`config.mk`:
```
export PLATFORM = sky130hd
export DESIGN_NAME = tmw_timer8
export DESIGN_NICKNAME = d
export VERILOG_FILES = /design/src/verilog/tmw_pkg.sv /design/src/verilog/tmw_prescaler.sv /design/src/verilog/tmw_timer8.sv
export SDC_FILE = /design/constraint.sdc
export NUM_CORES = 1
export LEC_CHECK = 0
export BUFFER_PORTS_ARGS = -buffer_cell sky130_fd_sc_hd__clkbuf_2
export CORE_ASPECT_RATIO = 0.5
export CORE_MARGIN = 1
export CORE_UTILIZATION = 35
export CTS_CLUSTER_DIAMETER = 200
export DETAILED_ROUTE_END_ITERATION = 12
export PLACE_DENSITY = 0.6
export REMOVE_ABC_BUFFERS = 1
export SETUP_SLACK_MARGIN = 0.2
export SLEW_MARGIN = 20
export SYNTH_ARGS = -nofsm -noshare
export SYNTH_HDL_FRONTEND = slang
export SYNTH_SLANG_ARGS = --single-unit
export TNS_END_PERCENT = 100
```
`constraint.sdc`:
```
create_clock -name core_clk_in -period 5.7 [get_ports core_clk_in]
set_input_delay 0.285 -clock core_clk_in [delete_from_list [all_inputs] [get_ports core_clk_in]]
set_output_delay 0.285 -clock core_clk_in [all_outputs]
set_load 0.01 [all_outputs]
```
`src/verilog/tmw_pkg.sv`:
```
/*
 * Shared constants and types for the 8-bit waveform timer: register
 * offsets, field layout, mode and action codes, reset values.
 * Assumes an APB master with 32-bit data and byte addressing.
 */
package tmw_pkg;

	localparam int TMW_CNT_W = 8;
	localparam int TMW_ADDR_W = 8;
	localparam int TMW_PRESCALE_W = 10;

	// Register byte offsets
	localparam logic [7:0] TMW_OFF_CTRL = 8'h00;
	localparam logic [7:0] TMW_OFF_COUNT = 8'h04;
	localparam logic [7:0] TMW_OFF_CMP_A = 8'h08;
	localparam logic [7:0] TMW_OFF_CMP_B = 8'h0C;
	localparam logic [7:0] TMW_OFF_FLAGS = 8'h10;
	localparam logic [7:0] TMW_OFF_PIN_DIR = 8'h14;

	// Write-only strobes in the control word
	localparam int TMW_CTRL_FORCE_A_BIT = 12;
	localparam int TMW_CTRL_FORCE_B_BIT = 13;
	// Flag bits, write one to clear
	localparam int TMW_FLAG_OVF_BIT = 0;
	localparam int TMW_FLAG_CMP_A_BIT = 1;
	localparam int TMW_FLAG_CMP_B_BIT = 2;
	// Pin direction bits and read-only level bits
	localparam int TMW_DIR_A_BIT = 0;
	localparam int TMW_DIR_B_BIT = 1;
	localparam int TMW_LEVEL_A_BIT = 8;
	localparam int TMW_LEVEL_B_BIT = 9;

	// Waveform mode codes
	localparam logic [2:0] TMW_MODE_NORMAL = 3'h0;
	localparam logic [2:0] TMW_MODE_PC_MAX = 3'h1;
	localparam logic [2:0] TMW_MODE_CTC = 3'h2;
	localparam logic [2:0] TMW_MODE_FAST_MAX = 3'h3;
	localparam logic [2:0] TMW_MODE_PC_CMP = 3'h5;
	localparam logic [2:0] TMW_MODE_FAST_CMP = 3'h7;

	// Compare output actions
	localparam logic [1:0] TMW_ACT_OFF = 2'h0;
	localparam logic [1:0] TMW_ACT_TOGGLE = 2'h1;
	localparam logic [1:0] TMW_ACT_CLEAR = 2'h2;
	localparam logic [1:0] TMW_ACT_SET = 2'h3;

	localparam logic [7:0] TMW_MAX = 8'hFF;
	localparam logic [7:0] TMW_BOTTOM = 8'h00;
	localparam logic [7:0] TMW_RESET_BYTE = 8'h00;
	localparam logic [31:0] TMW_RESET_WORD = 32'h0000_0000;

	typedef struct packed {
		logic [2:0] clk_sel;
		logic [1:0] compare_output_action_b;
		logic [1:0] compare_output_action_a;
		logic [2:0] waveform_mode_sel;
	} tmw_ctrl_t;

	localparam int TMW_CTRL_W = $bits(tmw_ctrl_t);

	typedef enum logic [3:0] {
		TMW_CLS_NORMAL = 4'b0001,
		TMW_CLS_CTC = 4'b0010,
		TMW_CLS_FAST = 4'b0100,
		TMW_CLS_PHASE = 4'b1000
	} tmw_cls_t;

	function automatic tmw_cls_t tmw_mode_class(input logic [2:0] mode);
		case (mode)
			TMW_MODE_CTC: return TMW_CLS_CTC;
			TMW_MODE_FAST_MAX, TMW_MODE_FAST_CMP: return TMW_CLS_FAST;
			TMW_MODE_PC_MAX, TMW_MODE_PC_CMP: return TMW_CLS_PHASE;
			default: return TMW_CLS_NORMAL;
		endcase
	endfunction : tmw_mode_class

endpackage : tmw_pkg

```
`src/verilog/tmw_prescaler.sv`:
```
/*
 * Timer clock enable generator: a free-running divider and a one-cycle
 * tick at the selected rate, or none when stopped.
 * Assumes the core clock is the I/O clock.
 */
`timescale 1ns/1ps
module tmw_prescaler import tmw_pkg::*; #(
	parameter int DIV_W = TMW_PRESCALE_W
) (
	// Clock and reset
	input wire logic core_clk_in,
	input wire logic reset_n_in,
	// Rate select, 0 stops the timer
	input wire logic [2:0] clk_sel_in,
	// Timer clock enable
	output logic tick_out
);

	logic [DIV_W-1:0] div_q;
	logic [DIV_W-1:0] mask;

	always_comb begin
		case (clk_sel_in)
			3'h2: mask = DIV_W'(7);
			3'h3: mask = DIV_W'(31);
			3'h4: mask = DIV_W'(63);
			3'h5: mask = DIV_W'(127);
			3'h6: mask = DIV_W'(255);
			3'h7: mask = DIV_W'(1023);
			default: mask = '0;
		endcase
	end

	always_ff @(posedge core_clk_in or negedge reset_n_in) begin
		if (!reset_n_in) begin
			div_q <= '0;
		end else begin
			div_q <= div_q + DIV_W'(1);
		end
	end

	always_ff @(posedge core_clk_in or negedge reset_n_in) begin
		if (!reset_n_in) begin
			tick_out <= 1'b0;
		end else begin
			tick_out <= (clk_sel_in != 3'h0) && ((div_q & mask) == mask);
		end
	end

endmodule : tmw_prescaler

```
`src/verilog/tmw_timer8.sv`:
```
/*
 * 8-bit timer/counter with two compare channels and four waveform
 * classes, reached over an APB slave; drives two waveform pins.
 * Assumes APB master timing and pins routed straight to pads.
 */
// The implementer's own choices: register access over APB and the register offsets.
// Functional notes
// - Waveform mode sets counting; output action only shapes outputs.
// - Mode 0 always counts up, wrapping 0xFF to 0x00.
// - Normal mode sets overflow flag as count becomes zero; never clears it.
// - Mode 2 clears the counter on match with compare A as TOP.
// - CTC compare A written directly; a value below count waits a full wrap.
// - CTC action 1 toggles output A at every match.
// - CTC sets overflow flag when the counter goes from max to zero.
// - Timer tick selectable as clock divided by 1,8,32,64,128,256,1024.
// - Modes 3 and 7 fast PWM; TOP 0xFF or compare A.
// - Fast PWM counts up to TOP, cleared on the next tick.
// - Fast PWM action 2 clears on match sets at bottom; 3 inverse.
// - Fast PWM sets overflow flag each time the counter reaches TOP.
// - Fast PWM compare zero gives a spike; compare max gives steady level.
// - Fast PWM action 1 toggles output A on match, double buffering still active; B unchanged.
// - Modes 1 and 5 phase correct: count up to TOP then down.
// - Phase correct reverses at TOP, holding TOP for one tick.
// - Phase correct action 2 clears on up match, sets on down; 3 inverse.
// - Phase correct sets overflow flag each time the counter reaches bottom.
// - Phase correct compare zero steady low, max steady high; inverted opposite.
// - Phase correct forces up-match level at bottom after missed match.
// - Waveform level reaches the pin only when its direction is output.
// - PWM compare writes buffered, loaded at TOP; other modes direct.
// - A compare match sets its flag on the following tick.
// - Action 0 leaves the output register unchanged on match.
`timescale 1ns/1ps
module tmw_timer8 import tmw_pkg::*; (
	// Clock and reset
	input wire logic core_clk_in,
	input wire logic reset_n_in,
	// APB slave
	input wire logic psel_in,
	input wire logic penable_in,
	input wire logic pwrite_in,
	input wire logic [TMW_ADDR_W-1:0] paddr_in,
	input wire logic [31:0] pwdata_in,
	output logic [31:0] prdata_out,
	output logic pready_out,
	output logic pslverr_out,
	// Waveform pins
	output logic wave_out_a_out,
	output logic wave_out_a_oe_out,
	output logic wave_out_b_out,
	output logic wave_out_b_oe_out
);

	tmw_ctrl_t ctrl_q;
	logic [TMW_CNT_W-1:0] count_value_q;
	logic count_down_q;
	logic block_q;
	logic [2:0] flags_q;
	logic [1:0] pin_dir_q;
	logic [TMW_CNT_W-1:0] cmp_act_q [2];
	logic [TMW_CNT_W-1:0] cmp_buf_q [2];
	logic [1:0] wave_q;
	logic [1:0] fix_q;
	logic [1:0] up_hit_q;
	logic [31:0] rd_data;
	logic tick;
	tmw_cls_t cls;
	logic pwm;
	logic [TMW_CNT_W-1:0] top_val;
	logic at_top;
	logic pc_up;
	logic bottom_evt;
	logic access;
	logic wr_fire;
	logic [1:0] hit;
	logic [1:0] force_hit;
	logic [1:0] cmp_wr;
	logic [1:0] action [2];
	logic [2:0] flag_set;
	logic [2:0] flag_clr;

	function automatic logic tmw_mapped(input logic [TMW_ADDR_W-1:0] a);
		return (a == TMW_OFF_CTRL) || (a == TMW_OFF_COUNT) || (a == TMW_OFF_CMP_A) ||
			(a == TMW_OFF_CMP_B) || (a == TMW_OFF_FLAGS) || (a == TMW_OFF_PIN_DIR);
	endfunction : tmw_mapped

	// Next output level for one channel on a tick or forced match
	function automatic logic tmw_wave_next(input logic cur, input logic [1:0] act,
		input tmw_cls_t c, input logic m, input logic up, input logic bot,
		input logic fix, input logic chan_a);
		logic r;
		r = cur;
		case (c)
			TMW_CLS_FAST: begin
				if (m && act == TMW_ACT_TOGGLE && chan_a) begin
					r = ~cur;
				end else if (m && act == TMW_ACT_CLEAR) begin
					r = 1'b0;
				end else if (m && act == TMW_ACT_SET) begin
					r = 1'b1;
				end
				// Bottom wins so compare at max holds a steady level
				if (bot && act == TMW_ACT_CLEAR) begin
					r = 1'b1;
				end else if (bot && act == TMW_ACT_SET) begin
					r = 1'b0;
				end
			end
			TMW_CLS_PHASE: begin
				if (bot && fix && act[1]) begin
					r = (act == TMW_ACT_SET);
				end
				if (m && act == TMW_ACT_CLEAR) begin
					r = ~up;
				end else if (m && act == TMW_ACT_SET) begin
					r = up;
				end
			end
			default: begin
				if (m) begin
					case (act)
						TMW_ACT_TOGGLE: r = ~cur;
						TMW_ACT_CLEAR: r = 1'b0;
						TMW_ACT_SET: r = 1'b1;
						default: r = cur;
					endcase
				end
			end
		endcase
		return r;
	endfunction : tmw_wave_next

	tmw_prescaler #(
		.DIV_W(TMW_PRESCALE_W)
	) u_prescaler (
		.core_clk_in(core_clk_in),
		.reset_n_in(reset_n_in),
		.clk_sel_in(ctrl_q.clk_sel),
		.tick_out(tick)
	);

	// Bus decode; writes commit on the edge where pready is seen high
	assign access = psel_in && penable_in && !pready_out;
	assign wr_fire = psel_in && penable_in && pready_out && pwrite_in;
	assign cmp_wr[0] = wr_fire && paddr_in == TMW_OFF_CMP_A;
	assign cmp_wr[1] = wr_fire && paddr_in == TMW_OFF_CMP_B;

	// Mode decode from the waveform bits alone
	assign cls = tmw_mode_class(ctrl_q.waveform_mode_sel);
	assign pwm = (cls == TMW_CLS_FAST) || (cls == TMW_CLS_PHASE);
	assign action[0] = ctrl_q.compare_output_action_a;
	assign action[1] = ctrl_q.compare_output_action_b;

	always_comb begin
		case (ctrl_q.waveform_mode_sel)
			TMW_MODE_CTC, TMW_MODE_FAST_CMP, TMW_MODE_PC_CMP: top_val = cmp_act_q[0];
			default: top_val = TMW_MAX;
		endcase
	end

	assign at_top = count_value_q == top_val;
	// A match at bottom counts as rising, one at TOP as falling
	assign pc_up = (!count_down_q && !at_top) || count_value_q == TMW_BOTTOM;
	assign bottom_evt = (cls == TMW_CLS_FAST) ? at_top :
		(cls == TMW_CLS_PHASE) && count_down_q && count_value_q == TMW_BOTTOM;

	always_ff @(posedge core_clk_in or negedge reset_n_in) begin
		if (!reset_n_in) begin
			pready_out <= 1'b0;
			pslverr_out <= 1'b0;
			prdata_out <= TMW_RESET_WORD;
		end else begin
			pready_out <= access;
			pslverr_out <= access && !tmw_mapped(paddr_in);
			prdata_out <= (access && !pwrite_in) ? rd_data : TMW_RESET_WORD;
		end
	end

	always_comb begin
		rd_data = TMW_RESET_WORD;
		case (paddr_in)
			TMW_OFF_CTRL: rd_data[TMW_CTRL_W-1:0] = ctrl_q;
			TMW_OFF_COUNT: rd_data[TMW_CNT_W-1:0] = count_value_q;
			TMW_OFF_CMP_A: rd_data[TMW_CNT_W-1:0] = cmp_buf_q[0];
			TMW_OFF_CMP_B: rd_data[TMW_CNT_W-1:0] = cmp_buf_q[1];
			TMW_OFF_FLAGS: rd_data[2:0] = flags_q;
			TMW_OFF_PIN_DIR: begin
				rd_data[TMW_DIR_B_BIT:TMW_DIR_A_BIT] = pin_dir_q;
				rd_data[TMW_LEVEL_B_BIT:TMW_LEVEL_A_BIT] = wave_q;
			end
			default: rd_data = TMW_RESET_WORD;
		endcase
	end

	always_ff @(posedge core_clk_in or negedge reset_n_in) begin
		if (!reset_n_in) begin
			ctrl_q <= '0;
			pin_dir_q <= 2'h0;
		end else begin
			if (wr_fire && paddr_in == TMW_OFF_CTRL) begin
				ctrl_q <= pwdata_in[TMW_CTRL_W-1:0];
			end
			if (wr_fire && paddr_in == TMW_OFF_PIN_DIR) begin
				pin_dir_q <= pwdata_in[TMW_DIR_B_BIT:TMW_DIR_A_BIT];
			end
		end
	end

	// Counter and direction; a bus write overrides counting
	always_ff @(posedge core_clk_in or negedge reset_n_in) begin
		if (!reset_n_in) begin
			count_value_q <= TMW_RESET_BYTE;
			count_down_q <= 1'b0;
		end else if (wr_fire && paddr_in == TMW_OFF_COUNT) begin
			count_value_q <= pwdata_in[TMW_CNT_W-1:0];
		end else if (tick) begin
			case (cls)
				TMW_CLS_CTC: begin
					// Missed TOP runs on through the wrap
					count_value_q <= hit[0] ? TMW_BOTTOM : count_value_q + 8'h01;
					count_down_q <= 1'b0;
				end
				TMW_CLS_FAST: begin
					count_value_q <= at_top ? TMW_BOTTOM : count_value_q + 8'h01;
					count_down_q <= 1'b0;
				end
				TMW_CLS_PHASE: begin
					if (!count_down_q && at_top) begin
						count_down_q <= 1'b1;
						count_value_q <= count_value_q - 8'h01;
					end else if (count_down_q && count_value_q == TMW_BOTTOM) begin
						count_down_q <= 1'b0;
						count_value_q <= count_value_q + 8'h01;
					end else if (count_down_q) begin
						count_value_q <= count_value_q - 8'h01;
					end else begin
						count_value_q <= count_value_q + 8'h01;
					end
				end
				default: begin
					count_value_q <= count_value_q + 8'h01;
					count_down_q <= 1'b0;
				end
			endcase
		end
	end

	// A counter write hides matches until the next tick
	always_ff @(posedge core_clk_in or negedge reset_n_in) begin
		if (!reset_n_in) begin
			block_q <= 1'b0;
		end else if (wr_fire && paddr_in == TMW_OFF_COUNT) begin
			block_q <= 1'b1;
		end else if (tick) begin
			block_q <= 1'b0;
		end
	end

	// Flags: hardware set beats a same-cycle software clear
	always_comb begin
		flag_set = 3'h0;
		flag_clr = 3'h0;
		if (wr_fire && paddr_in == TMW_OFF_FLAGS) begin
			flag_clr = pwdata_in[2:0];
		end
		if (tick) begin
			case (cls)
				TMW_CLS_FAST: flag_set[TMW_FLAG_OVF_BIT] = at_top;
				TMW_CLS_PHASE: flag_set[TMW_FLAG_OVF_BIT] = bottom_evt;
				TMW_CLS_CTC: flag_set[TMW_FLAG_OVF_BIT] = count_value_q == TMW_MAX;
				default: flag_set[TMW_FLAG_OVF_BIT] = count_value_q == TMW_MAX;
			endcase
			flag_set[TMW_FLAG_CMP_A_BIT] = hit[0];
			flag_set[TMW_FLAG_CMP_B_BIT] = hit[1];
		end
	end

	always_ff @(posedge core_clk_in or negedge reset_n_in) begin
		if (!reset_n_in) begin
			flags_q <= 3'h0;
		end else begin
			flags_q <= (flags_q & ~flag_clr) | flag_set;
		end
	end

	generate
		for (genvar i = 0; i < 2; i++) begin : g_chan
			assign hit[i] = count_value_q == cmp_act_q[i] && !block_q;
			assign force_hit[i] = wr_fire && paddr_in == TMW_OFF_CTRL && !pwm &&
				pwdata_in[TMW_CTRL_FORCE_A_BIT + i];

			// Compare value: direct in non-PWM, loaded at TOP in PWM
			always_ff @(posedge core_clk_in or negedge reset_n_in) begin
				if (!reset_n_in) begin
					cmp_buf_q[i] <= TMW_RESET_BYTE;
					cmp_act_q[i] <= TMW_RESET_BYTE;
				end else begin
					if (cmp_wr[i]) begin
						cmp_buf_q[i] <= pwdata_in[TMW_CNT_W-1:0];
					end
					if (cmp_wr[i] && !pwm) begin
						cmp_act_q[i] <= pwdata_in[TMW_CNT_W-1:0];
					end else if (tick && pwm && at_top && !count_down_q) begin
						cmp_act_q[i] <= cmp_buf_q[i];
					end
				end
			end

			// Missed rising match or compare leaving max
			always_ff @(posedge core_clk_in or negedge reset_n_in) begin
				if (!reset_n_in) begin
					fix_q[i] <= 1'b0;
					up_hit_q[i] <= 1'b0;
				end else if (cls != TMW_CLS_PHASE) begin
					fix_q[i] <= 1'b0;
					up_hit_q[i] <= 1'b0;
				end else if (tick) begin
					if (bottom_evt) begin
						fix_q[i] <= 1'b0;
						up_hit_q[i] <= hit[i];
					end else if (at_top && !count_down_q) begin
						fix_q[i] <= (cmp_act_q[i] == TMW_MAX && cmp_buf_q[i] != TMW_MAX) ||
							(!up_hit_q[i] && cmp_act_q[i] != top_val);
					end else if (hit[i] && pc_up) begin
						up_hit_q[i] <= 1'b1;
					end
				end
			end

			always_ff @(posedge core_clk_in or negedge reset_n_in) begin
				if (!reset_n_in) begin
					wave_q[i] <= 1'b0;
				end else if (tick || force_hit[i]) begin
					// Force acts as a match without flag or counter clear
					wave_q[i] <= tmw_wave_next(wave_q[i], action[i], cls,
						(tick && hit[i]) || force_hit[i], pc_up, tick && bottom_evt,
						fix_q[i], i == 0);
				end
			end
		end
	endgenerate

	// Pin drive; registered copies keep outputs straight from flops
	always_ff @(posedge core_clk_in or negedge reset_n_in) begin
		if (!reset_n_in) begin
			wave_out_a_out <= 1'b0;
			wave_out_b_out <= 1'b0;
			wave_out_a_oe_out <= 1'b0;
			wave_out_b_oe_out <= 1'b0;
		end else begin
			wave_out_a_out <= wave_q[0];
			wave_out_b_out <= wave_q[1];
			wave_out_a_oe_out <= pin_dir_q[TMW_DIR_A_BIT] && (action[0] != TMW_ACT_OFF);
			wave_out_b_oe_out <= pin_dir_q[TMW_DIR_B_BIT] && (action[1] != TMW_ACT_OFF);
		end
	end

endmodule : tmw_timer8

```
======== Word-level counts from Yosys, hierarchy flattened ========
Cells that the tools add are included.
word-level totals
  flip-flop bits (word level) ............. 90
  output and inout port bits .............. 38
  logic and storage cells ................. 249
operators by class
  add/subtract/negate cells ............... 3
  equality and inequality tests ........... 43
  multiplexer cells ....................... 68
  bitwise logic cells ..................... 8
  reduce and logical (&&, ||, !) cells .... 99
operator list
  operator               count
  $mux 8                 12
  $pmux 10 s6            1
  $logic_and 1x1->1      52
  $mux 1                 41
  $eq 8x8->1             3
  $eq 8x8->1 const B     3
  $pmux 8 s3             1
  $pmux 5 s4             1
  $eq 3x3->1 const B     6
  $reduce_bool 3->1      6
  $eq 8x4->1 const B     2
  $eq 8x5->1 const B     2
  $logic_not 8->1        2
  $ne 8x8->1             2
  $ne 8x8->1 const B     2
  $logic_or 1x1->1       13
  $eq 3x2->1 const B     4
  $pmux 2 s6             1
  $pmux 4 s3             1
  $reduce_bool 2->1      6
  $add 10x1->10 const B  1
  $and 10x10->10         1
  $eq 10x10->1           1
  $mux 10                1
  other kinds (31)       56

======== Logic depth before layout (Yosys ltp) ========
  depth in word-level cells ............... 16
  depth in mapped cells ................... 11

======== Hierarchy ========
From an unflattened synthesis, not the netlist that was laid out.
unflattened totals
  cells, all modules ...................... 589
  area total of the unflattened synthesis .. 5517.8 um2
modules (own cells, without submodules)
  module         times used  cells an instance  area each (um2)  sequential area each (um2)
  tmw_timer8     1           549                5031.1           1976.9
  tmw_prescaler  1           40                 486.7            275.3

======== Least setup slack after synthesis ========
OpenSTA, ideal clock, no wires.
  path type ............................... register to register
  start ................................... register count_value_q[0]
  end ..................................... register wave_q[1]
  data arrival time ....................... 2.461 ns
  data required time ...................... 5.575 ns
  setup slack ............................. 3.114 ns
  cell stages (with the launch flop) ...... 12
  buffers on the path ..................... 1
  clock period less this slack ............ 2.586 ns
  cell sequence ........................... dfrtp_1 > clkbuf_1 > inv_1 > ha_1 > nor3b_1 > nand2_1 > nor3_1 > nand2_1 > o311ai_0 > a31oi_1 > nor2_1 > mux2_2
between the ends
  word-level cells in the longest chain between the ends .. 9
RTL lines
  item                             RTL line                             RTL
  from (decl)                      tmw_timer8.sv:54                     logic [TMW_CNT_W-1:0] count_value_q;
  from (signal assigned)           tmw_timer8.sv:214                    count_value_q <= pwdata_in[TMW_CNT_W-1:0];
  from (signal assigned)           tmw_timer8.sv:219                    count_value_q <= hit[0] ? TMW_BOTTOM : count_value_q + 8'h01;
  from (signal assigned)           tmw_timer8.sv:223                    count_value_q <= at_top ? TMW_BOTTOM : count_value_q + 8'h01;
  $eq 8x8->1                       tmw_timer8.sv:287                    assign hit[i] = count_value_q == cmp_act_q[i] && !block_q;
  $logic_and 1x1->1                tmw_timer8.sv:287
  $logic_and 1x1->1                tmw_timer8.sv:335                    (tick && hit[i]) || force_hit[i], pc_up, tick && bottom_evt,
  $logic_or 1x1->1                 tmw_timer8.sv:335
  $logic_and 1x1->1                tmw_timer8.sv:96, tmw_timer8.sv:112
  $mux 1                           tmw_timer8.sv:96                     end else if (m && act == TMW_ACT_CLEAR) begin
  $mux 1                           tmw_timer8.sv:104                    end else if (bot && act == TMW_ACT_SET) begin
  $mux 1                           tmw_timer8.sv:102                    if (bot && act == TMW_ACT_CLEAR) begin
  $pmux 1 s2                       tmw_timer8.sv:92                     case (c)
  to (signal, indexed assignment)  tmw_timer8.sv:334                    wave_q[i] <= tmw_wave_next(wave_q[i], action[i], cls,
  to (decl)                        tmw_timer8.sv:61                     logic [1:0] wave_q;
Several ways; a longest one is shown, not always the timed one.
A chain may end at the register's enable or synchronous reset.

======== Worst setup path in the final report ========
  start ................................... register ctrl_q[1] in the netlist's numbering
  end ..................................... register cmp_act_q[1] in the netlist's numbering
between the ends
  word-level cells in the longest chain between the ends .. 9
RTL lines
  item                                      RTL line                          RTL
  from (decl)                               tmw_timer8.sv:53                  tmw_ctrl_t ctrl_q;
  from (signal assigned)                    tmw_timer8.sv:200                 ctrl_q <= pwdata_in[TMW_CTRL_W-1:0];
  $eq 3x3->1, or another cell as far along  tmw_pkg.sv:69, tmw_timer8.sv:154
  $reduce_or 2->1                           tmw_pkg.sv:69                     case (mode)
  $pmux 4 s3                                tmw_pkg.sv:69
  $eq 4x3->1 or $eq 4x4->1 (tied branches)  tmw_timer8.sv:149                 assign pwm = (cls == TMW_CLS_FAST) || (cls == TMW_CLS_PHASE);
  $logic_or 1x1->1                          tmw_timer8.sv:149
  $logic_and 1x1->1 (3 in a row)            tmw_timer8.sv:302                 end else if (tick && pwm && at_top && !count_down_q) begin
  $reduce_bool 2->1 (no line)               n/a
  to (signal, indexed assignment)           tmw_timer8.sv:301                 cmp_act_q[i] <= pwdata_in[TMW_CNT_W-1:0];
  to (signal, indexed assignment)           tmw_timer8.sv:303                 cmp_act_q[i] <= cmp_buf_q[i];
  to (decl)                                 tmw_timer8.sv:59                  logic [TMW_CNT_W-1:0] cmp_act_q [2];
Several ways; a longest one is shown, not always the timed one.

==> out/results.md <==
| Metric | Reported |
|:---|:---|
| Most numerous cell in the Yosys netlist | dfrtp_1 |
| Cell area after technology mapping | 0.00568 mm² |
| Synth Register Bits | 90 |
| Share of cells above drive strength 1 | 15.1% |
| CTS H-Tree Depth | 3 |
| Register area share after synthesis | 39.6% |
| Worst-skew pair later-pin latency | 350 ps |
| Max-slew violations | 0 |
| Pin count of the biggest net entering global routing | 82 |
| Relative max-transition margin | 41.7% |
| Fraction of the cycle the final worst path needs | 60.6% |
| Final instance area | 0.00623 mm² |
| Final TNS setup | 0 ps |
| Number of hold violations in the final report | 0 |
| Non-filler instance count after layout | 853 |
| Unrepaired setup endpoints after global routing | no |
| Final antenna-violating net count | 0 |
| Clk slew on worst S/H paths | 70 ps |
| Final worst clock skew | 13.1 ps |
| Antenna cell count | 0 |
| Vias in the first global route | 4,661 |
| Root buffer selected by CTS | clkbuf_16 |
| R2R setup slack | 2250 ps |
| Number of flops mapped to enable cells by yosys | 0 |
| Beginning of the worst hold path | pwdata_in[9] |
| Final Net Count | 699 |
| Data arrival at the endpoint of the critical path | 3690 ps |
| Die Outline Area | 0.0168 mm² |
| Vertical die dimension | 92.1 µm |
| Worst-case setup slack after placement | 2290 ps |
| CTS buffer count | 9 |
| Buffer depth of the longest clock path | 2 |
| Length of the first detailed-routing pass in iterations | 5 |
| Hold Crit Class | in2reg |
| Average cell area after synthesis | 8.96 µm² |
| Fraction of synthesis flops using an asynchronous set or reset pin | 100% |
| Synthesis Warnings | 0 |
| Growth of design area from synthesis to finish | 9.65% |
| Total vias in the final route | 4,929 |
| Met2 layer usage reported by global route | 30.6% |
| Pwr dens | 232 mW/mm² |
| Initial antenna violation count | 0 |
| Tmin final | 3450 ps |
| CP Max Fanout | 16 |
| Peak ir drop on the vdd network | 0.000150 V |
| Routability congestion estimate | 0.897 |
| Routed WL | 16,000 µm |
| Global-route track usage on met3 | 4.17% |
| Commonest register cell after synthesis | dfrtp_1 |
| Dominant cells by area after synthesis | dfrtp_1 40%, mux2_2 5.2%, nand2_1 4.0% |
| FP Rows | 32 |
| Number of distinct standard cells referenced by the synthesized netlist | 70 |
| Critical path required time | 5940 ps |
| Area fraction of the dominant cell type after synthesis | 39.6% |
| Number of remaining DRC errors | 0 |
| Crit path capture | cmp_act_q[1] |
| Launch point of the worst path | ctrl_q[1] |
| Vias/cell | 5.78 |
| GRT met1 Usage | 27.8% |
| End-of-flow core utilization | 39.9% |
| Detail Placement HPWL | 11,300 µm |
| Clock tree from TritonCTS | yes |
| Logic depth of the worst register-to-register path | 8 |
| Commonest cells in the netlist | 90 x dfrtp_1, 60 x nand2_1, 51 x nor2_1 |
| Nature of the critical path endpoint | flop |
| Result of the run | completed |
| Global route hottest layer | met2 |
| Overall track demand over capacity in global routing | 19.9% |
| Floorplan Core Area | 0.0156 mm² |
| Setup ws final | 2250 ps |
| Initial DRC Count | 399 |
| Number of buffer cells added on primary ports | 40 |
| Type of element launching the critical path | flop |
| Post-synthesis cell type with the largest combined area | dfrtp_1 |
| CP Class | reg2reg |
| Num ports | 83 |
| Gate count of the mapped netlist | 634 |
| Worst reg2reg endpoint | cmp_act_q[1] |
| Chip width | 182 µm |
| Wire length of the first global-routing pass | 26,100 µm |
| Upper clock frequency limit | 0.290 GHz |
| Transition at the pin with the smallest max-transition slack | 871 ps |
| Routed WL per cell | 18.8 µm |
| Static Leak | 2.77 nW |
| Setup violation total in the final timing report | 0 |
| Overflow left after global routing | 0 |
| Startpoint of the most critical register-to-register path | ctrl_q[1] |
| Starting density of the core | 36.4% |
| Number of max-cap violations | 0 |
| Number of sinks driven by the clock tree | 90 |
| Total placed instance area | 0.00589 mm² |
| Placed insts | 836 |
| Quantity of gates resized following cts | 0 |
per-stage QoR:
step,power (W),hold slack (ps)
after detailed placement,0.000791,117
after floorplan,0.000732,-10.6
after global placement,0.000790,115
after global routing,0.00149,170
after CTS,0.00145,165
final,0.00144,167
layout by cell type (no fill, tap or decap), drive strengths merged, types with 4 or more instances in the layout:
master / Yosys / routed
dfrtp: 90 / 90
nand2: 60 / 60
nor2: 53 / 53
clkbuf: 33 / 49
nand3: 34 / 34
mux2: 26 / 26
nor3: 25 / 25
o21ai: 25 / 25
xnor2: 22 / 22
conb: 1 / 22
a21oi: 21 / 21
inv: 17 / 20
nand4: 19 / 19
o22ai: 12 / 12
mux2i: 11 / 11
a31oi: 11 / 11
a221oi: 11 / 11
ha: 10 / 10
nor4: 10 / 10
xor2: 8 / 8
and3: 8 / 8
a21o: 7 / 7
a22oi: 7 / 7
or3: 6 / 6
o31ai: 6 / 6
and2: 5 / 5
a32oi: 5 / 5
o21a: 5 / 5
nand2b: 4 / 4
o22a: 4 / 4
buf: 33 / 4
kinds of logic (layout without fill, tap and decap cells):
| kind of cell | Yosys count | after routing | share of synthesized area (%) |
|---|---|---|---|
| and+or+nand+nor | 242 | 242 | 21.6 |
| AOI/OAI and AO/OA | 140 | 140 | 17.4 |
| DFF | 90 | 90 | 39.6 |
| buffers and inverters | 84 | 78 | 7.36 |
| muxes | 37 | 37 | 7.09 |
| xor gates and xnor gates | 30 | 30 | 4.62 |
| adders and majority gates | 10 | 10 | 2.20 |
| other | 1 | 22 | 0.0660 |
worst min path at each step:
stage                     depth (start not counted)              endpoint  slack, ps
final                                             2             ctrl_q[9]        170
after global routing                              2             ctrl_q[8]        170
after CTS                                         2             ctrl_q[9]        160
after detailed placement                          1  u_prescaler.div_q[6]        120
after global placement                            1  u_prescaler.div_q[8]        110
after floorplan                                   0             action[0]        -10
power by group:
group	total, W	leakage (nW)	switching, W	internal (W)
clock network	0.000662	0.156	0.000271	0.000391
logic	0.000103	1.45	0.0000660	0.0000370
registers	0.000678	1.17	0.0000327	0.000645
state kept, by name (all words and copies together) (netlist names), 3 cells and up:
register / cells
cmp_act_q: 16
flags_q: 3
ctrl_q: 6
cmp_buf_q: 16
action: 4
count_value_q: 8
prdata_out: 10
u_prescaler.div_q: 10
final cells by class:
cell class	instances	area, µm²
Clock buffer	10	229
Clock inverter	6	96.3
Fill cell	1558	9390
Inverter	18	67.6
Multi-Input combinational cell	481	3090
Sequential cell	90	2250
Tap cell	204	255
Timing Repair Buffer	44	239
worst max-delay path: stages (launching register included):
cell and delay [ps]:
dfrtp_1 670, nor3b_4 380, nor2_4 150, o22ai_1 270, nand4_1 440, nor4_2 520, nand2_1 440, o22a_1 360
o21a_1 110
metal layers:
metal  part of all wire, %  wire length [µm]  up-vias
met2                    45              7170      171
met1                    46              7320     2432
met4                   2.7               427        0
met3                   6.8              1090       34
met5                     0                 0        -
li1                      -                 -     2292
repair_timing:
action	in CTS	in global routing
setup buffers	0	0
hold buffers	1	0
hold endpoints to repair	9	0
Note: power is estimated with default switching activity, not from simulation.
